File: config.mk
export PLATFORM = sky130hd
export DESIGN_NAME = asq_top
export DESIGN_NICKNAME = d
export VERILOG_FILES = /design/src/logic/asq_pkg.sv /design/src/logic/asq_bit_if.sv /design/src/logic/asq_top.sv /design/src/logic/asq_shifter.sv
export SDC_FILE = /design/constraint.sdc
export NUM_CORES = 1
export LEC_CHECK = 0
export CAP_MARGIN = 20
export CORE_ASPECT_RATIO = 0.75
export CORE_MARGIN = 2
export CORE_UTILIZATION = 35
export CTS_CLUSTER_DIAMETER = 150
export CTS_CLUSTER_SIZE = 8
export DETAILED_ROUTE_END_ITERATION = 12
export DONT_BUFFER_PORTS = 1
export PLACE_DENSITY = 0.53
export REMOVE_ABC_BUFFERS = 1
export SETUP_SLACK_MARGIN = 0.02
export SLEW_MARGIN = 20
export SYNTH_ARGS = -nofsm -noshare
export SYNTH_HDL_FRONTEND = slang
export SYNTH_HIERARCHICAL = 1
export SYNTH_SLANG_ARGS = --single-unit
File: constraint.sdc
create_clock -name clk_i -period 3.6 [get_ports clk_i]
set_input_delay 0 -clock clk_i [delete_from_list [all_inputs] [get_ports clk_i]]
set_output_delay 0 -clock clk_i [all_outputs]
set_load 0.02 [all_outputs]
File: src/logic/asq_pkg.sv
// Package: opcodes, config layout and timing for the ADC serial command block
package asq_pkg;
  localparam logic [7:0] ASQ_OP_RESET  = 8'h06;
  localparam logic [7:0] ASQ_OP_STOPRC = 8'h16;
  localparam logic [7:0] ASQ_OP_WRITE  = 8'h40;
  localparam logic [7:0] ASQ_OP_READ   = 8'h20;
  localparam logic [7:0] ASQ_OP_START  = 8'h04;
  localparam logic [7:0] ASQ_OP_RDATA  = 8'h12;
  localparam logic [7:0] ASQ_OP_SLEEP  = 8'h02;
  localparam logic [7:0] ASQ_OP_NOP    = 8'hFF;
  localparam int         ASQ_NREG      = 4;
  localparam int         ASQ_RES_W     = 16;
  localparam logic [7:0] ASQ_REG0_RST  = 8'h01;
  localparam logic [7:0] ASQ_REG1_RST  = 8'h00;
  localparam logic [7:0] ASQ_REG2_RST  = 8'h00;
  localparam logic [7:0] ASQ_REG3_RST  = 8'h00;
  localparam logic [1:0] ASQ_ADDR_MASK = 2'h3;
  localparam int         ASQ_CLK_HZ    = 25000000;
  localparam int         ASQ_CONV_US   = 1000;
  localparam int         ASQ_CONV_CYC  = (ASQ_CLK_HZ / 1000000) * ASQ_CONV_US;
  localparam logic [2:0] ASQ_BIT_LAST  = 3'h7;
  typedef enum logic [2:0] {ASQ_IDLE, ASQ_WARG, ASQ_WDATA, ASQ_RARG, ASQ_RDATA_ST}
    asq_cmd_t;
endpackage

File: src/logic/asq_bit_if.sv
// Interface: byte stream between serial shifter and command decoder
`timescale 1ns/1ps
`default_nettype none
interface asq_bit_if;
  logic       rx_valid;
  logic [7:0] rx_byte;
  logic       frame_rst;
  logic       tx_load;
  logic [7:0] tx_byte;
  logic       byte_start;
  modport shifter (output rx_valid, output rx_byte, output frame_rst, output byte_start,
                   input tx_load, input tx_byte);
  modport decoder (input rx_valid, input rx_byte, input frame_rst, input byte_start,
                   output tx_load, output tx_byte);
endinterface
`default_nettype wire

File: src/logic/asq_top.sv
// Module: command interpreter of the delta-sigma converter serial port
//
// Behaviour
// - Enable input high enables conversions; host raises it before configuring.
// - Opcode 06h resets device; host waits 0.6 ms before next command.
// - Opcode 16h leaves continuous read so new data disturbs shifting only when it lands in the cycle the 12h opcode arrives.
// - 40h, 03h then four bytes writes the four configuration registers.
// - 20h, 03h returns four configuration bytes for read-back.
// - Opcode 04h starts a new conversion.
// - Chip select high resets serial interface, dropping partial commands.
// - Data-ready output falls when new conversion data is available.
// - After 12h, sixteen clocks shift the result out on serial output.
// - Opcode 02h stops conversions and enters power-down.
// - Data changes on rising clock edges, sampled on falling edges.
// - After reset continuous read is on; result clocks out after data-ready falls.
`timescale 1ns/1ps
`default_nettype none
module asq_top
  import asq_pkg::*;
#(
  parameter int CONV_CYC = ASQ_CONV_CYC
) (
  input  wire logic                 clk_i,
  input  wire logic                 rst_i,
  input  wire logic                 sclk_i,
  input  wire logic                 cs_n_i,
  input  wire logic                 din_i,
  input  wire logic                 start_i,
  input  wire logic [ASQ_RES_W-1:0] sample_i,
  output logic                      serial_out_with_ready_o,
  output logic                      data_ready_n_o,
  output logic                      power_down_o,
  output logic                      continuous_read_mode_o,
  output logic [8*ASQ_NREG-1:0]     config_o
);
  import asq_pkg::*;
  typedef struct packed {
    asq_cmd_t             cmd;
    logic [1:0]           idx;
    logic [1:0]           left;
    logic [8*ASQ_NREG-1:0] cfg;
    logic                 crm;
    logic                 pd;
    logic                 conv_run;
    logic [31:0]          timer;
    logic [ASQ_RES_W-1:0] result;
    logic                 data_ready_n_n;
    logic [1:0]           out_left;
    logic [7:0]           tx;
    logic                 tx_load;
    logic                 in_frame_read;
    logic [1:0]           start_s;
  } asq_st_t;
  asq_st_t st, next_st;
  logic conv_latch;
  asq_bit_if bus ();
  logic dout_raw;
  asq_shifter u_shifter (
    .clk_i  (clk_i),
    .rst_i  (rst_i),
    .sclk_i (sclk_i),
    .cs_n_i (cs_n_i),
    .din_i  (din_i),
    .dout_o (dout_raw),
    .bus    (bus.shifter)
  );
  function automatic logic [7:0] cfg_byte(input logic [8*ASQ_NREG-1:0] c,
                                          input logic [1:0] i);
    cfg_byte = c[8*i +: 8];
  endfunction
  always_comb begin
    next_st = st;
    next_st.start_s = {st.start_s[0], start_i};
    next_st.tx_load = 1'b0;
    // New result this cycle; it beats the data-ready clear when a read starts below
    conv_latch = st.start_s[1] && !st.pd && st.conv_run && (st.timer >= CONV_CYC - 1)
                 && !(st.in_frame_read && !st.crm);
    // Conversion pacing; enable pin gates it, sleep halts it
    if (st.start_s[1] && !st.pd && st.conv_run) begin
      if (st.timer >= CONV_CYC - 1) begin
        next_st.timer = '0;
        // Result held while a 12h frame reads it with continuous read off, so that shifting is not disturbed
        if (!(st.in_frame_read && !st.crm)) begin
          next_st.result = sample_i;
          next_st.data_ready_n_n = 1'b0;
        end
      end else begin
        next_st.timer = st.timer + 32'h1;
      end
    end
    // Continuous read: result goes out on the first two bytes after data-ready
    if (bus.byte_start && st.out_left == 2'h0 && st.crm && !st.data_ready_n_n
        && st.cmd == ASQ_IDLE) begin
      next_st.out_left = 2'h1;
      next_st.data_ready_n_n = !conv_latch;
    end
    if (bus.rx_valid) begin
      if (st.out_left == 2'h1) begin
        next_st.tx = st.result[7:0];
        next_st.tx_load = 1'b1;
        next_st.out_left = 2'h2;
      end else if (st.out_left == 2'h2) begin
        next_st.out_left = 2'h0;
        next_st.in_frame_read = 1'b0;
      end
      case (st.cmd)
        ASQ_IDLE: begin
          if (bus.rx_byte == ASQ_OP_RESET) begin
            next_st.cfg = {ASQ_REG3_RST, ASQ_REG2_RST, ASQ_REG1_RST, ASQ_REG0_RST};
            next_st.crm = 1'b1;
            next_st.pd = 1'b0;
            next_st.timer = '0;
            next_st.data_ready_n_n = 1'b1;
            next_st.conv_run = 1'b1;
          end else if (bus.rx_byte == ASQ_OP_STOPRC) begin
            next_st.crm = 1'b0;
          end else if (bus.rx_byte[7:4] == ASQ_OP_WRITE[7:4]) begin
            next_st.idx = bus.rx_byte[1:0];
            next_st.cmd = ASQ_WARG;
          end else if (bus.rx_byte[7:4] == ASQ_OP_READ[7:4]) begin
            next_st.idx = bus.rx_byte[1:0];
            next_st.cmd = ASQ_RARG;
          end else if (bus.rx_byte == ASQ_OP_START) begin
            next_st.timer = '0;
            next_st.pd = 1'b0;
            next_st.conv_run = 1'b1;
            next_st.data_ready_n_n = 1'b1;
          end else if (bus.rx_byte == ASQ_OP_RDATA) begin
            next_st.tx = st.result[15:8];
            next_st.tx_load = 1'b1;
            next_st.out_left = 2'h1;
            next_st.data_ready_n_n = !conv_latch;
            next_st.in_frame_read = 1'b1;
          end else if (bus.rx_byte == ASQ_OP_SLEEP) begin
            next_st.pd = 1'b1;
            next_st.conv_run = 1'b0;
          end
        end
        ASQ_WARG: begin
          next_st.left = bus.rx_byte[1:0] & ASQ_ADDR_MASK;
          next_st.cmd = ASQ_WDATA;
        end
        ASQ_WDATA: begin
          next_st.cfg[8*st.idx +: 8] = bus.rx_byte;
          next_st.idx = st.idx + 2'h1;
          next_st.left = st.left - 2'h1;
          if (st.left == 2'h0) begin
            next_st.cmd = ASQ_IDLE;
          end
        end
        ASQ_RARG: begin
          next_st.left = bus.rx_byte[1:0] & ASQ_ADDR_MASK;
          next_st.tx = cfg_byte(st.cfg, st.idx);
          next_st.tx_load = 1'b1;
          next_st.idx = st.idx + 2'h1;
          next_st.cmd = ASQ_RDATA_ST;
        end
        ASQ_RDATA_ST: begin
          if (st.left == 2'h0) begin
            next_st.cmd = ASQ_IDLE;
          end else begin
            next_st.tx = cfg_byte(st.cfg, st.idx);
            next_st.tx_load = 1'b1;
            next_st.idx = st.idx + 2'h1;
            next_st.left = st.left - 2'h1;
          end
        end
        default: next_st.cmd = ASQ_IDLE;
      endcase
    end
    if (bus.frame_rst) begin
      next_st.cmd = ASQ_IDLE;
      next_st.out_left = 2'h0;
      next_st.in_frame_read = 1'b0;
      // Preload while deselected: the first rise already needs the MSB
      if (st.crm && !st.data_ready_n_n) begin
        next_st.tx = st.result[15:8];
        next_st.tx_load = 1'b1;
      end
    end
    if (rst_i) begin
      next_st = '0;
      next_st.cfg = {ASQ_REG3_RST, ASQ_REG2_RST, ASQ_REG1_RST, ASQ_REG0_RST};
      next_st.crm = 1'b1;
      next_st.data_ready_n_n = 1'b1;
      next_st.conv_run = 1'b1;
      next_st.cmd = ASQ_IDLE;
    end
  end
  always_ff @(posedge clk_i) begin
    st <= next_st;
  end
  assign bus.tx_load = st.tx_load;
  assign bus.tx_byte = st.tx;
  // Pin carries ready state while deselected; select is the synchronised one
  assign serial_out_with_ready_o = bus.frame_rst ? st.data_ready_n_n : dout_raw;
  assign data_ready_n_o = st.data_ready_n_n;
  assign power_down_o = st.pd;
  assign continuous_read_mode_o = st.crm;
  assign config_o = st.cfg;
endmodule
`default_nettype wire

File: src/logic/asq_shifter.sv
// Module: SPI mode 1 byte shifter sampling the serial clock in the system domain
`timescale 1ns/1ps
`default_nettype none
module asq_shifter
  import asq_pkg::*;
(
  input  wire logic   clk_i,
  input  wire logic   rst_i,
  input  wire logic   sclk_i,
  input  wire logic   cs_n_i,
  input  wire logic   din_i,
  output logic        dout_o,
  asq_bit_if.shifter  bus
);
  import asq_pkg::*;
  typedef struct packed {
    logic [1:0] sclk_s;
    logic [1:0] cs_s;
    logic [1:0] din_s;
    logic       sclk_d;
    logic [2:0] cnt;
    logic [7:0] rx;
    logic [7:0] tx;
    logic       dout;
    logic       rx_valid;
    logic [7:0] rx_byte;
    logic       frame_rst;
  } asq_sh_t;
  asq_sh_t st, next_st;
  logic rise, fall;
  always_comb begin
    next_st = st;
    next_st.sclk_s = {st.sclk_s[0], sclk_i};
    next_st.cs_s = {st.cs_s[0], cs_n_i};
    next_st.din_s = {st.din_s[0], din_i};
    next_st.sclk_d = st.sclk_s[1];
    next_st.rx_valid = 1'b0;
    next_st.frame_rst = 1'b0;
    rise = st.sclk_s[1] && !st.sclk_d;
    fall = !st.sclk_s[1] && st.sclk_d;
    if (bus.tx_load) begin
      next_st.tx = bus.tx_byte;
    end
    if (st.cs_s[1]) begin
      next_st.cnt = 3'h0;
      next_st.frame_rst = 1'b1;
    end else if (rise) begin
      next_st.dout = next_st.tx[7];
      next_st.tx = {next_st.tx[6:0], 1'b0};
    end else if (fall) begin
      next_st.rx = {st.rx[6:0], st.din_s[1]};
      next_st.cnt = st.cnt + 3'h1;
      if (st.cnt == ASQ_BIT_LAST) begin
        next_st.rx_valid = 1'b1;
        next_st.rx_byte = {st.rx[6:0], st.din_s[1]};
      end
    end
    if (rst_i) begin
      next_st = '0;
      next_st.cs_s = 2'h3;
      // Deselected from reset on, so the pin shows ready state at once
      next_st.frame_rst = 1'b1;
    end
  end
  always_ff @(posedge clk_i) begin
    st <= next_st;
  end
  assign bus.rx_valid = st.rx_valid;
  assign bus.rx_byte = st.rx_byte;
  assign bus.frame_rst = st.frame_rst;
  assign bus.byte_start = rise && (st.cnt == 3'h0) && !st.cs_s[1];
  assign dout_o = st.dout;
endmodule
`default_nettype wire

* Yosys cells after proc, flatten, opt, wreduce, memory -nomap -nowiden
Index checks and enable logic that the tools add are counted.
W data, S select, Z words.
** Word-level totals
- Input port bits :: 22
- Logic and storage cells :: 171
- Bits in registers :: 141
** Operators by class
- Equal/unequal tests :: 24
- Bitwise logic cells :: 4
- Shifts and indexed selects :: 3
- $lt $le $gt $ge :: 1
- $add $sub $neg :: 5
- Reduce and logical (&&, ||, !) cells :: 48
- Mux-type cells :: 60
** Operators with widths (number)
- $mux W32 :: 5
- $mux W34 :: 3
- $mux W13 :: 6
- $mux W9 :: 8
- $pmux W32 S2 :: 1
- $mux W49 :: 1
- $mux W35 :: 1
- $mux W17 :: 2
- $neg A5 Y34 :: 1
- $shift A8 B34 Y32 const A :: 1
- $shiftx A8 B34 Y32 :: 1
- $add A32 B1 Y32 const B :: 1
- $bwmux W32 :: 1
- $ge A32 B15 Y1 const B :: 1
- $shiftx A32 B6 Y8 :: 1
- $pmux W9 S3 :: 1
- $mux W12 :: 2
- $mux W5 :: 4
- $mux W18 :: 1
- $eq A8 B3 Y1 const B :: 2
- $eq A8 B5 Y1 const B :: 2
- $reduce_and A3 Y1 :: 5
- $logic_and A1 B1 Y1 :: 14
- $mux W2 :: 6
- other kinds (35) :: 74

* Logic depth before layout (Yosys ltp)
Gate-level depths: netlist of the first run.
- Depth in word-level cells :: 23
- Mapped depth :: 9
- Gate-level depth less buffers :: 7

* Cells and area by module
The synthesis of the first run kept the hierarchy.
** By module, submodules not included
- asq_top :: instances 1, seq. area each 2102.0 sq um, area an instance 5408.9 sq um, cells each 632
- asq_shifter :: instances 1, seq. area each 720.7 sq um, area an instance 1460.2 sq um, cells each 139

* Worst setup path after synthesis of the first run
No wires, ideal clock.
- Kind :: flip-flop to flip-flop
- Start point :: reg u_shifter.st, in the netlist u_shifter/bus.rx_byte[7]
- End point :: reg st, in the netlist bus.tx_byte[7]
- Setup slack :: 1.491 ns
- Arrival time :: 1.978 ns
- Cell stages (with the launch flop) :: 10
- Path through :: dfxtp_1 > buf_4 > buf_2 > or4b_4 > and4b_1 > buf_6 > buf_12 > nor3_2 > a2111oi_4 > o22ai_1
** Between the ends
- Longest elaborated chain between the ends :: 12
- Elaborated cells between the ends (all ways) :: 17
- Classes of those cells :: 6 x eq/ne; 11 x mux
** RTL lines
- from (decl) :: RTL line asq_shifter.sv:29 : asq_sh_t st, next_st;
- from (signal assigned) :: RTL line asq_shifter.sv:66 : st <= next_st;
- $eq A8 B5 Y1 :: RTL line asq_top.sv:128 : end else if (bus.rx_byte == ASQ_OP_RDATA) begin
- $mux W13 :: RTL line asq_top.sv:128
- $mux W13 :: RTL line asq_top.sv:97 : if (bus.rx_valid) begin
- $mux W12 :: RTL line asq_top.sv:123 : end else if (bus.rx_byte == ASQ_OP_START) begin
- $mux W13 :: RTL line asq_top.sv:120 : end else if (bus.rx_byte[7:4] == ASQ_OP_READ[7:4]) begin
- $mux W13 :: RTL line asq_top.sv:117 : end else if (bus.rx_byte[7:4] == ASQ_OP_WRITE[7:4]) begin
- $mux W13 :: RTL line asq_top.sv:115 : end else if (bus.rx_byte == ASQ_OP_STOPRC) begin
- $mux W12 (*) :: RTL line asq_top.sv:108 : if (bus.rx_byte == ASQ_OP_RESET) begin
- $pmux W9 S3 (*) :: RTL line asq_top.sv:106 : case (st.cmd)
- $mux W13 (*) :: RTL line asq_top.sv:97
- $mux W9 :: RTL line asq_top.sv:176 : if (st.crm && !st.data_ready_n_n) begin
- $mux W10 (*) :: RTL line asq_top.sv:171 : if (bus.frame_rst) begin
- to (signal assigned) :: RTL line asq_top.sv:191 : st <= next_st;
- to (decl) :: RTL line asq_top.sv:54 : asq_st_t st, next_st;
Every way passes the cells marked *; elsewhere a longest branch is shown, timed or not. The select of a mux whose other input is x is not followed.
A chain may end at the register's enable or synchronous reset.

* Worst setup path in the final report of the first run
- Start point :: reg st[102] (netlist name)
- End point :: reg st, in the netlist config_o[0]
** Between the ends
- Longest elaborated chain between the ends :: 3
- Elaborated cells between the ends (all ways) :: 6
- Classes of those cells :: 2 x eq/ne; 1 x mux; 3 x reduce/logical
** RTL lines (RTL line)
- $logic_not A3 Y1 or $eq A3 B2 Y1 (tied branches) :: asq_top.sv:106
- $ne A2 B1 Y1 (no source line) or $reduce_bool A2 Y1 (tied branches)
- $reduce_and A3 Y1 (no source line)
Several ways; a longest one is shown, not always the timed one.

==> results of run 1 <==
## how the worst max path moves through the flow
stage	start	end	slack [ns]	cells after the start
after floorplan	st[41]	data_ready_n_o	0.54	5
after global placement	st[102]	config_o[0]	1.01	5
after detailed placement	st[102]	config_o[0]	0.85	5
after CTS	st[102]	config_o[0]	0.84	5
after global routing	st[102]	config_o[0]	0.52	5
final	st[102]	config_o[0]	0.78	5
## logic make-up after synthesis
kind of cell / after synthesis / synth area share (%)
xor+xnor: 21 / 2.68
fa+ha+maj: 9 / 1.64
flops: 141 / 41.1
simple gates: 327 / 24.7
buf+inv: 103 / 8.72
compound gates: 113 / 10.7
mux: 57 / 10.5
## what timing repair did
item / CTS / global route
endpoints found under the hold margin: 109 / 0
hold buffers: 22 / 0
resized for setup: 0 / 0
## power by group through the flow
stage	logic (uW)	registers [uW]	clock network [uW]
detailed placement	31.1	1610	0
finish	71.1	1570	1790
floorplan	24.6	1600	0
global placement	30.5	1600	0
global route	77.8	1570	1890
CTS	72.0	1570	1810
## synthesized netlist by cell type (6+ instances only)
cell type / count
dfxtp_1: 141
nor2_1: 76
nand2_1: 64
a21oi_1: 50
buf_4: 42
mux2i_1: 42
nand3_1: 42
nand2b_1: 34
clkbuf_1: 30
nor3_1: 25
nor2b_1: 17
xor2_1: 16
inv_1: 14
nand4_1: 12
and2_1: 11
or3_1: 10
ha_1: 9
mux4_2: 9
o21ai_0: 8
o22ai_1: 8
and4_1: 7
buf_2: 7
a211oi_1: 6
## sequential cells by signal, summed over array words and instances, names as in the netlist
| register | flops |
|---|---|
| u_shifter/bus.rx_byte | 8 |
| u_shifter/bus.frame_rst | 1 |
| bus.tx_load | 1 |
| u_shifter/dout_o | 1 |
| bus.tx_byte | 8 |
| data_ready_n_o | 1 |
| u_shifter/st | 25 |
| config_o | 32 |
| st | 61 |
| u_shifter/bus.rx_valid | 1 |
| power_down_o | 1 |
| continuous_read_mode_o | 1 |
## final cells by class
cell class,instances,area share [%]
multi-input combinational,527,46.0
sequential,141,37.5
clock buffer,22,6.57
tap,253,4.21
timing repair buffer,26,3.56
clock inverter,9,1.45
inverter,14,0.699
## metrics by stage
step	worst slack, ns	instance area [um2]	instances	util (%)	power, uW
global placement	1.01	6670	939	34.5	1640
floorplan	0.540	6320	682	-	1630
global route	0.518	7520	992	38.9	3540
CTS	0.836	7520	992	38.9	3460
detailed placement	0.853	6680	939	34.6	1640
finish	0.784	7520	992	38.9	3430
## layer usage
layer	track usage (%)	vias up	part of all wire [%]
met5	0	-	0
li1	-	2571	-
met4	5.58	0	0.92
met2	22.5	131	43
met1	22.4	2536	51
met3	4.31	15	5.7
==> flow_summary.ini, run 1 <==
[pwr]
power_frac_comb_pct = 2.1
p_int_uw = 2710
switching_share_pct = 21.0
p_seq_share_pct = 45.8
vdd_ir_drop_max_uv = 231
leakage_uw = 0.00256
power_frac_clock_pct = 52.1
switchingPower_uw = 719
p_per_area_mw_per_mm2 = 456

[floorplanning]
chipHeight_um = 125
start_util_pct = 35.5
io_pins = 58
die-area_mm2 = 0.0208
core_mm2 = 0.0193
dieWidth_um = 166
num_rows = 44

[timing]
worstMarginPinSlew_ns = 1.03
fin_hold_ws_ns = 0.207
hold_violations = 0
skew_ns = 0.0113
slew_headroom_pct = 30.9
drv_slew = 0
clock.fmax_ghz = 0.355
setup_tns_ns = 0
period_needed_ns = 2.82
finalSetupViolCount = 0
finalCritPeriodShare_pct = 78.2
rsz0062_at_grt = false

[global_route]
grt_pass1_vias = 4938
overflow = 0
antenna_found_initial = 0
grt_use_total_pct = 15.6
grt_max_degree = 121
grt_pass1_wl_um = 26200

[yosys]
synthTopCellsByArea = dfxtp_1 (41%), mux2i_1 (6.1%), buf_4 (4.6%), nor2_1 (4.2%), a21oi_1 (3.6%)
syn_avg_cell_area_um2 = 8.91
netlist_area_mm2 = 0.00687
ys_async_sr_fraction_pct = 0
synth.distinct_cells = 66
yosys_warnings = 6
yosys.area.top_type = dfxtp_1
synth_seq_cells = 141
ys_seq_area_share_pct = 41.1
synth_top_area_share_pct = 41.1
synth_edf_count = 0
postSynthCellCount = 771
synth_ff_type = dfxtp_1

[clock_tree]
clkTransAtPathRegs_ns = 0.06
cts_tree = yes
root_buffer = clkbuf_16
cts_buffers = 17
htreeDepth = 4
post_cts_buffers = 0
worstSkewPairLatency_ns = 0.42
cts_sinks = 141
clk_path_buf_depth = 2

[cells_and_area]
regArea_mm2 = 0.00282
syn2layout_area_growth_pct = 9.47
diodes = 0
layout-drive-gt1-share_pct = 8.66
n_fill_cell = 1834
multi_input_area_mm2 = 0.00346
final_common_cell = dfxtp_1
final_cell_mix = dfxtp_1 (141), nor2_1 (76), nand2_1 (64)
fin_nets = 758

[critical_path]
reg2reg_to = config_o[0]
crit_path_end_kind = flop
worstPathCellList = nor3_1, nand4_1, o21ai_1, and3_1, o21bai_1
r2r_start = st[102]
crit_required_ns = 3.91
cp-start-kind = flop
cpLargestDelayFamily = simple AND/OR/NAND/NOR gates
slowest_stage = o21ai_1
rr_worst_depth = 5
slowest_delay_ns = 0.69
ff2ff_setup_slack_ns = 0.78
critPathKind = reg2reg
critical_path_arrival_ns = 3.13
path_buf_inv = 0
path_max_fanout = 13

[worst_hold_path]
min_to = u_shifter/st[33]
hold_path_class = in2reg
holdPathStages = 2
worstHoldStart = cs_n_i

[detailed_routing]
vias_per_cell = 5.30
routed_wirelength_um = 16100
drc = 0
antenna_left = 0
vias = 5253
drtPass1Iterations = 5
initialDrtViolationCount = 411
wl_per_cell_um = 16.2

[placed_design]
io_buffer_count = 0
routabilityCongestion = 0.777
hpwl_um = 10900

[run]
max_cap_viol_count = 0

[run_status]
status = finished clean
Note: power is estimated with default switching activity, not from simulation.
==> run 2: changes to the inputs <==
- clock period: 3.6 -> 2.84 ns (I/O delays scaled with it)
==> run 2 against run 1 <==
Via count grew 0.34%. Total power grew 29%. Non-clock buffer count grew 10. Combinational power grew 28%. First-iteration DRC count grew 17%. Count of clock-buffer cells in the layout shrank 2. Wire length grew 2.4%. Largest power group unchanged. Highest routed layer unchanged.
==> flow_summary.ini, run 2 (synthesis gave the netlist of run 1 again) <==
[global_route]
grt_use_total_pct = 16.1
met3_usage_pct = 4.56
overflow = 0
antenna_found_initial = 0
grt_pass1_wl_um = 26800
grt_pass1_vias = 4997
grtUsageMet1_pct = 23.4
grtUsageMet2_pct = 22.9
grt_busiest_layer = met1
grt_max_degree = 121

[detailed_routing]
wl_per_cell_um = 16.4
vias_per_cell = 5.26
vias = 5271
drc = 0
antenna_left = 0
initialDrtViolationCount = 480
drtPass1Iterations = 7
routed_wirelength_um = 16500

[clock_tree]
cts_sinks = 141
clkTransAtPathRegs_ns = 0.06
clk_path_buf_depth = 2
cts_buffers = 17
root_buffer = clkbuf_16
htreeDepth = 4
cts_tree = yes
worstSkewPairLatency_ns = 0.42
post_cts_buffers = 0

[timing]
clock.fmax_ghz = 0.396
drv_slew = 0
hold_violations = 0
worstMarginPinSlew_ns = 0.797
period_needed_ns = 2.53
slew_headroom_pct = 46.2
skew_ns = 0.00678
finalSetupViolCount = 0
finalCritPeriodShare_pct = 89.0
rsz0062_at_grt = false

[cells_and_area]
final_common_cell = dfxtp_1
n_fill_cell = 1890
diodes = 0
fin_nets = 768
syn2layout_area_growth_pct = 10.9
layout-drive-gt1-share_pct = 9.73
fin_area_mm2 = 0.00762
largest_register = st
final_cell_count_no_fill = 1003
multi_input_area_mm2 = 0.00345
final_cell_mix = dfxtp_1 (141), nor2_1 (76), nand2_1 (64)
regArea_mm2 = 0.00282
largest_reg_flops = 61

[worst_hold_path]
hold_path_class = in2reg
holdPathStages = 2
worstHoldStart = cs_n_i
min_to = u_shifter/st[33]

[placed_design]
routabilityCongestion = 0.799
dp.cells = 947
postPlaceCellArea_mm2 = 0.00673
io_buffer_count = 0
hpwl_um = 11100

[critical_path]
path_max_fanout = 14
critPathKind = reg2reg
crit_path_end_kind = flop
cp-start-kind = flop
slowest_delay_ns = 0.63
worstPathCellList = nor3_1, and4b_2, nor3_1, a2111oi_0, o22ai_1
cpLargestDelayFamily = simple AND/OR/NAND/NOR gates
path_buf_inv = 0
critPathMostFrequentCell = nor3_1
ff2ff_setup_slack_ns = 0.31
crit_required_ns = 3.12
slowest_stage = nor3_1
rr_worst_depth = 5
critical_path_arrival_ns = 2.81
reg2reg_to = bus.tx_byte[2]
r2r_start = st[102]

[run_status]
status = finished clean

[floorplanning]
io_pins = 58
dieWidth_um = 166
num_rows = 44
chipHeight_um = 125
die-area_mm2 = 0.0208
start_util_pct = 35.5
core_mm2 = 0.0193

[run]
max_cap_viol_count = 0

[pwr]
vdd_ir_drop_max_uv = 308
leakage_uw = 0.00262
p_per_area_mw_per_mm2 = 580
run 2: worst register-to-register path: cells and delay by family, from the launching register on:
family	cells	cell delay [ns]
flops	1	0.42
simple gates	3	1.31
compound gates	2	0.65
run 2: report_power, final:
part	total (uW)	switching, uW	internal [uW]
sequential	1990	5.45	1990
clock	2340	878	1460
combinational	91.3	46.6	44.7
total	4420	930	3490
run 2: timing repair:
item | CTS | global route
hold buffers | 24 | 0
resized for setup | 0 | 1
endpoints found under the setup margin | 0 | 1
hold endpoints to repair | 109 | 0
run 2: worst max-delay path by stage:
stage                 start        endpoint  slack (ns)  depth (start not counted)
finish              st[102]  bus.tx_byte[2]        0.31                          5
global route        st[102]  bus.tx_byte[2]        0.13                          5
CTS                 st[102]  bus.tx_byte[2]        0.19                          5
detailed placement  st[102]  bus.tx_byte[2]        0.22                          5
global placement    st[102]  bus.tx_byte[0]        0.41                          5
floorplan            st[41]  data_ready_n_o       -0.22                          5
run 2: stage by stage:
step / hold WS (ns) / util [%] / setup WS [ns] / setup TNS [ns] / power (uW)
after floorplan: 0.0691 / - / -0.220 / -2.60 / 2060
after global placement: 0.0811 / 34.8 / 0.410 / 0 / 2070
after detailed placement: 0.0815 / 34.8 / 0.216 / 0 / 2070
after CTS: 0.197 / 39.4 / 0.189 / 0 / 4460
after global routing: 0.231 / 39.4 / 0.129 / 0 / 4580
final: 0.220 / 39.4 / 0.314 / 0 / 4420
run 2: metal layers:
layer	wire length (um)	part of all wire, %
met1	8270	50
met2	6930	42
met3	1070	6.5
met4	224	1.4
met5	0	0
run 2: cell type report:
cell class	count	share of cell area, %
Inverter	14	0.690
Timing Repair Buffer	36	4.57
Clock inverter	12	2.09
Multi-Input combinational cell	527	45.3
Sequential cell	141	37.1
Tap cell	253	4.16
Clock buffer	20	6.13
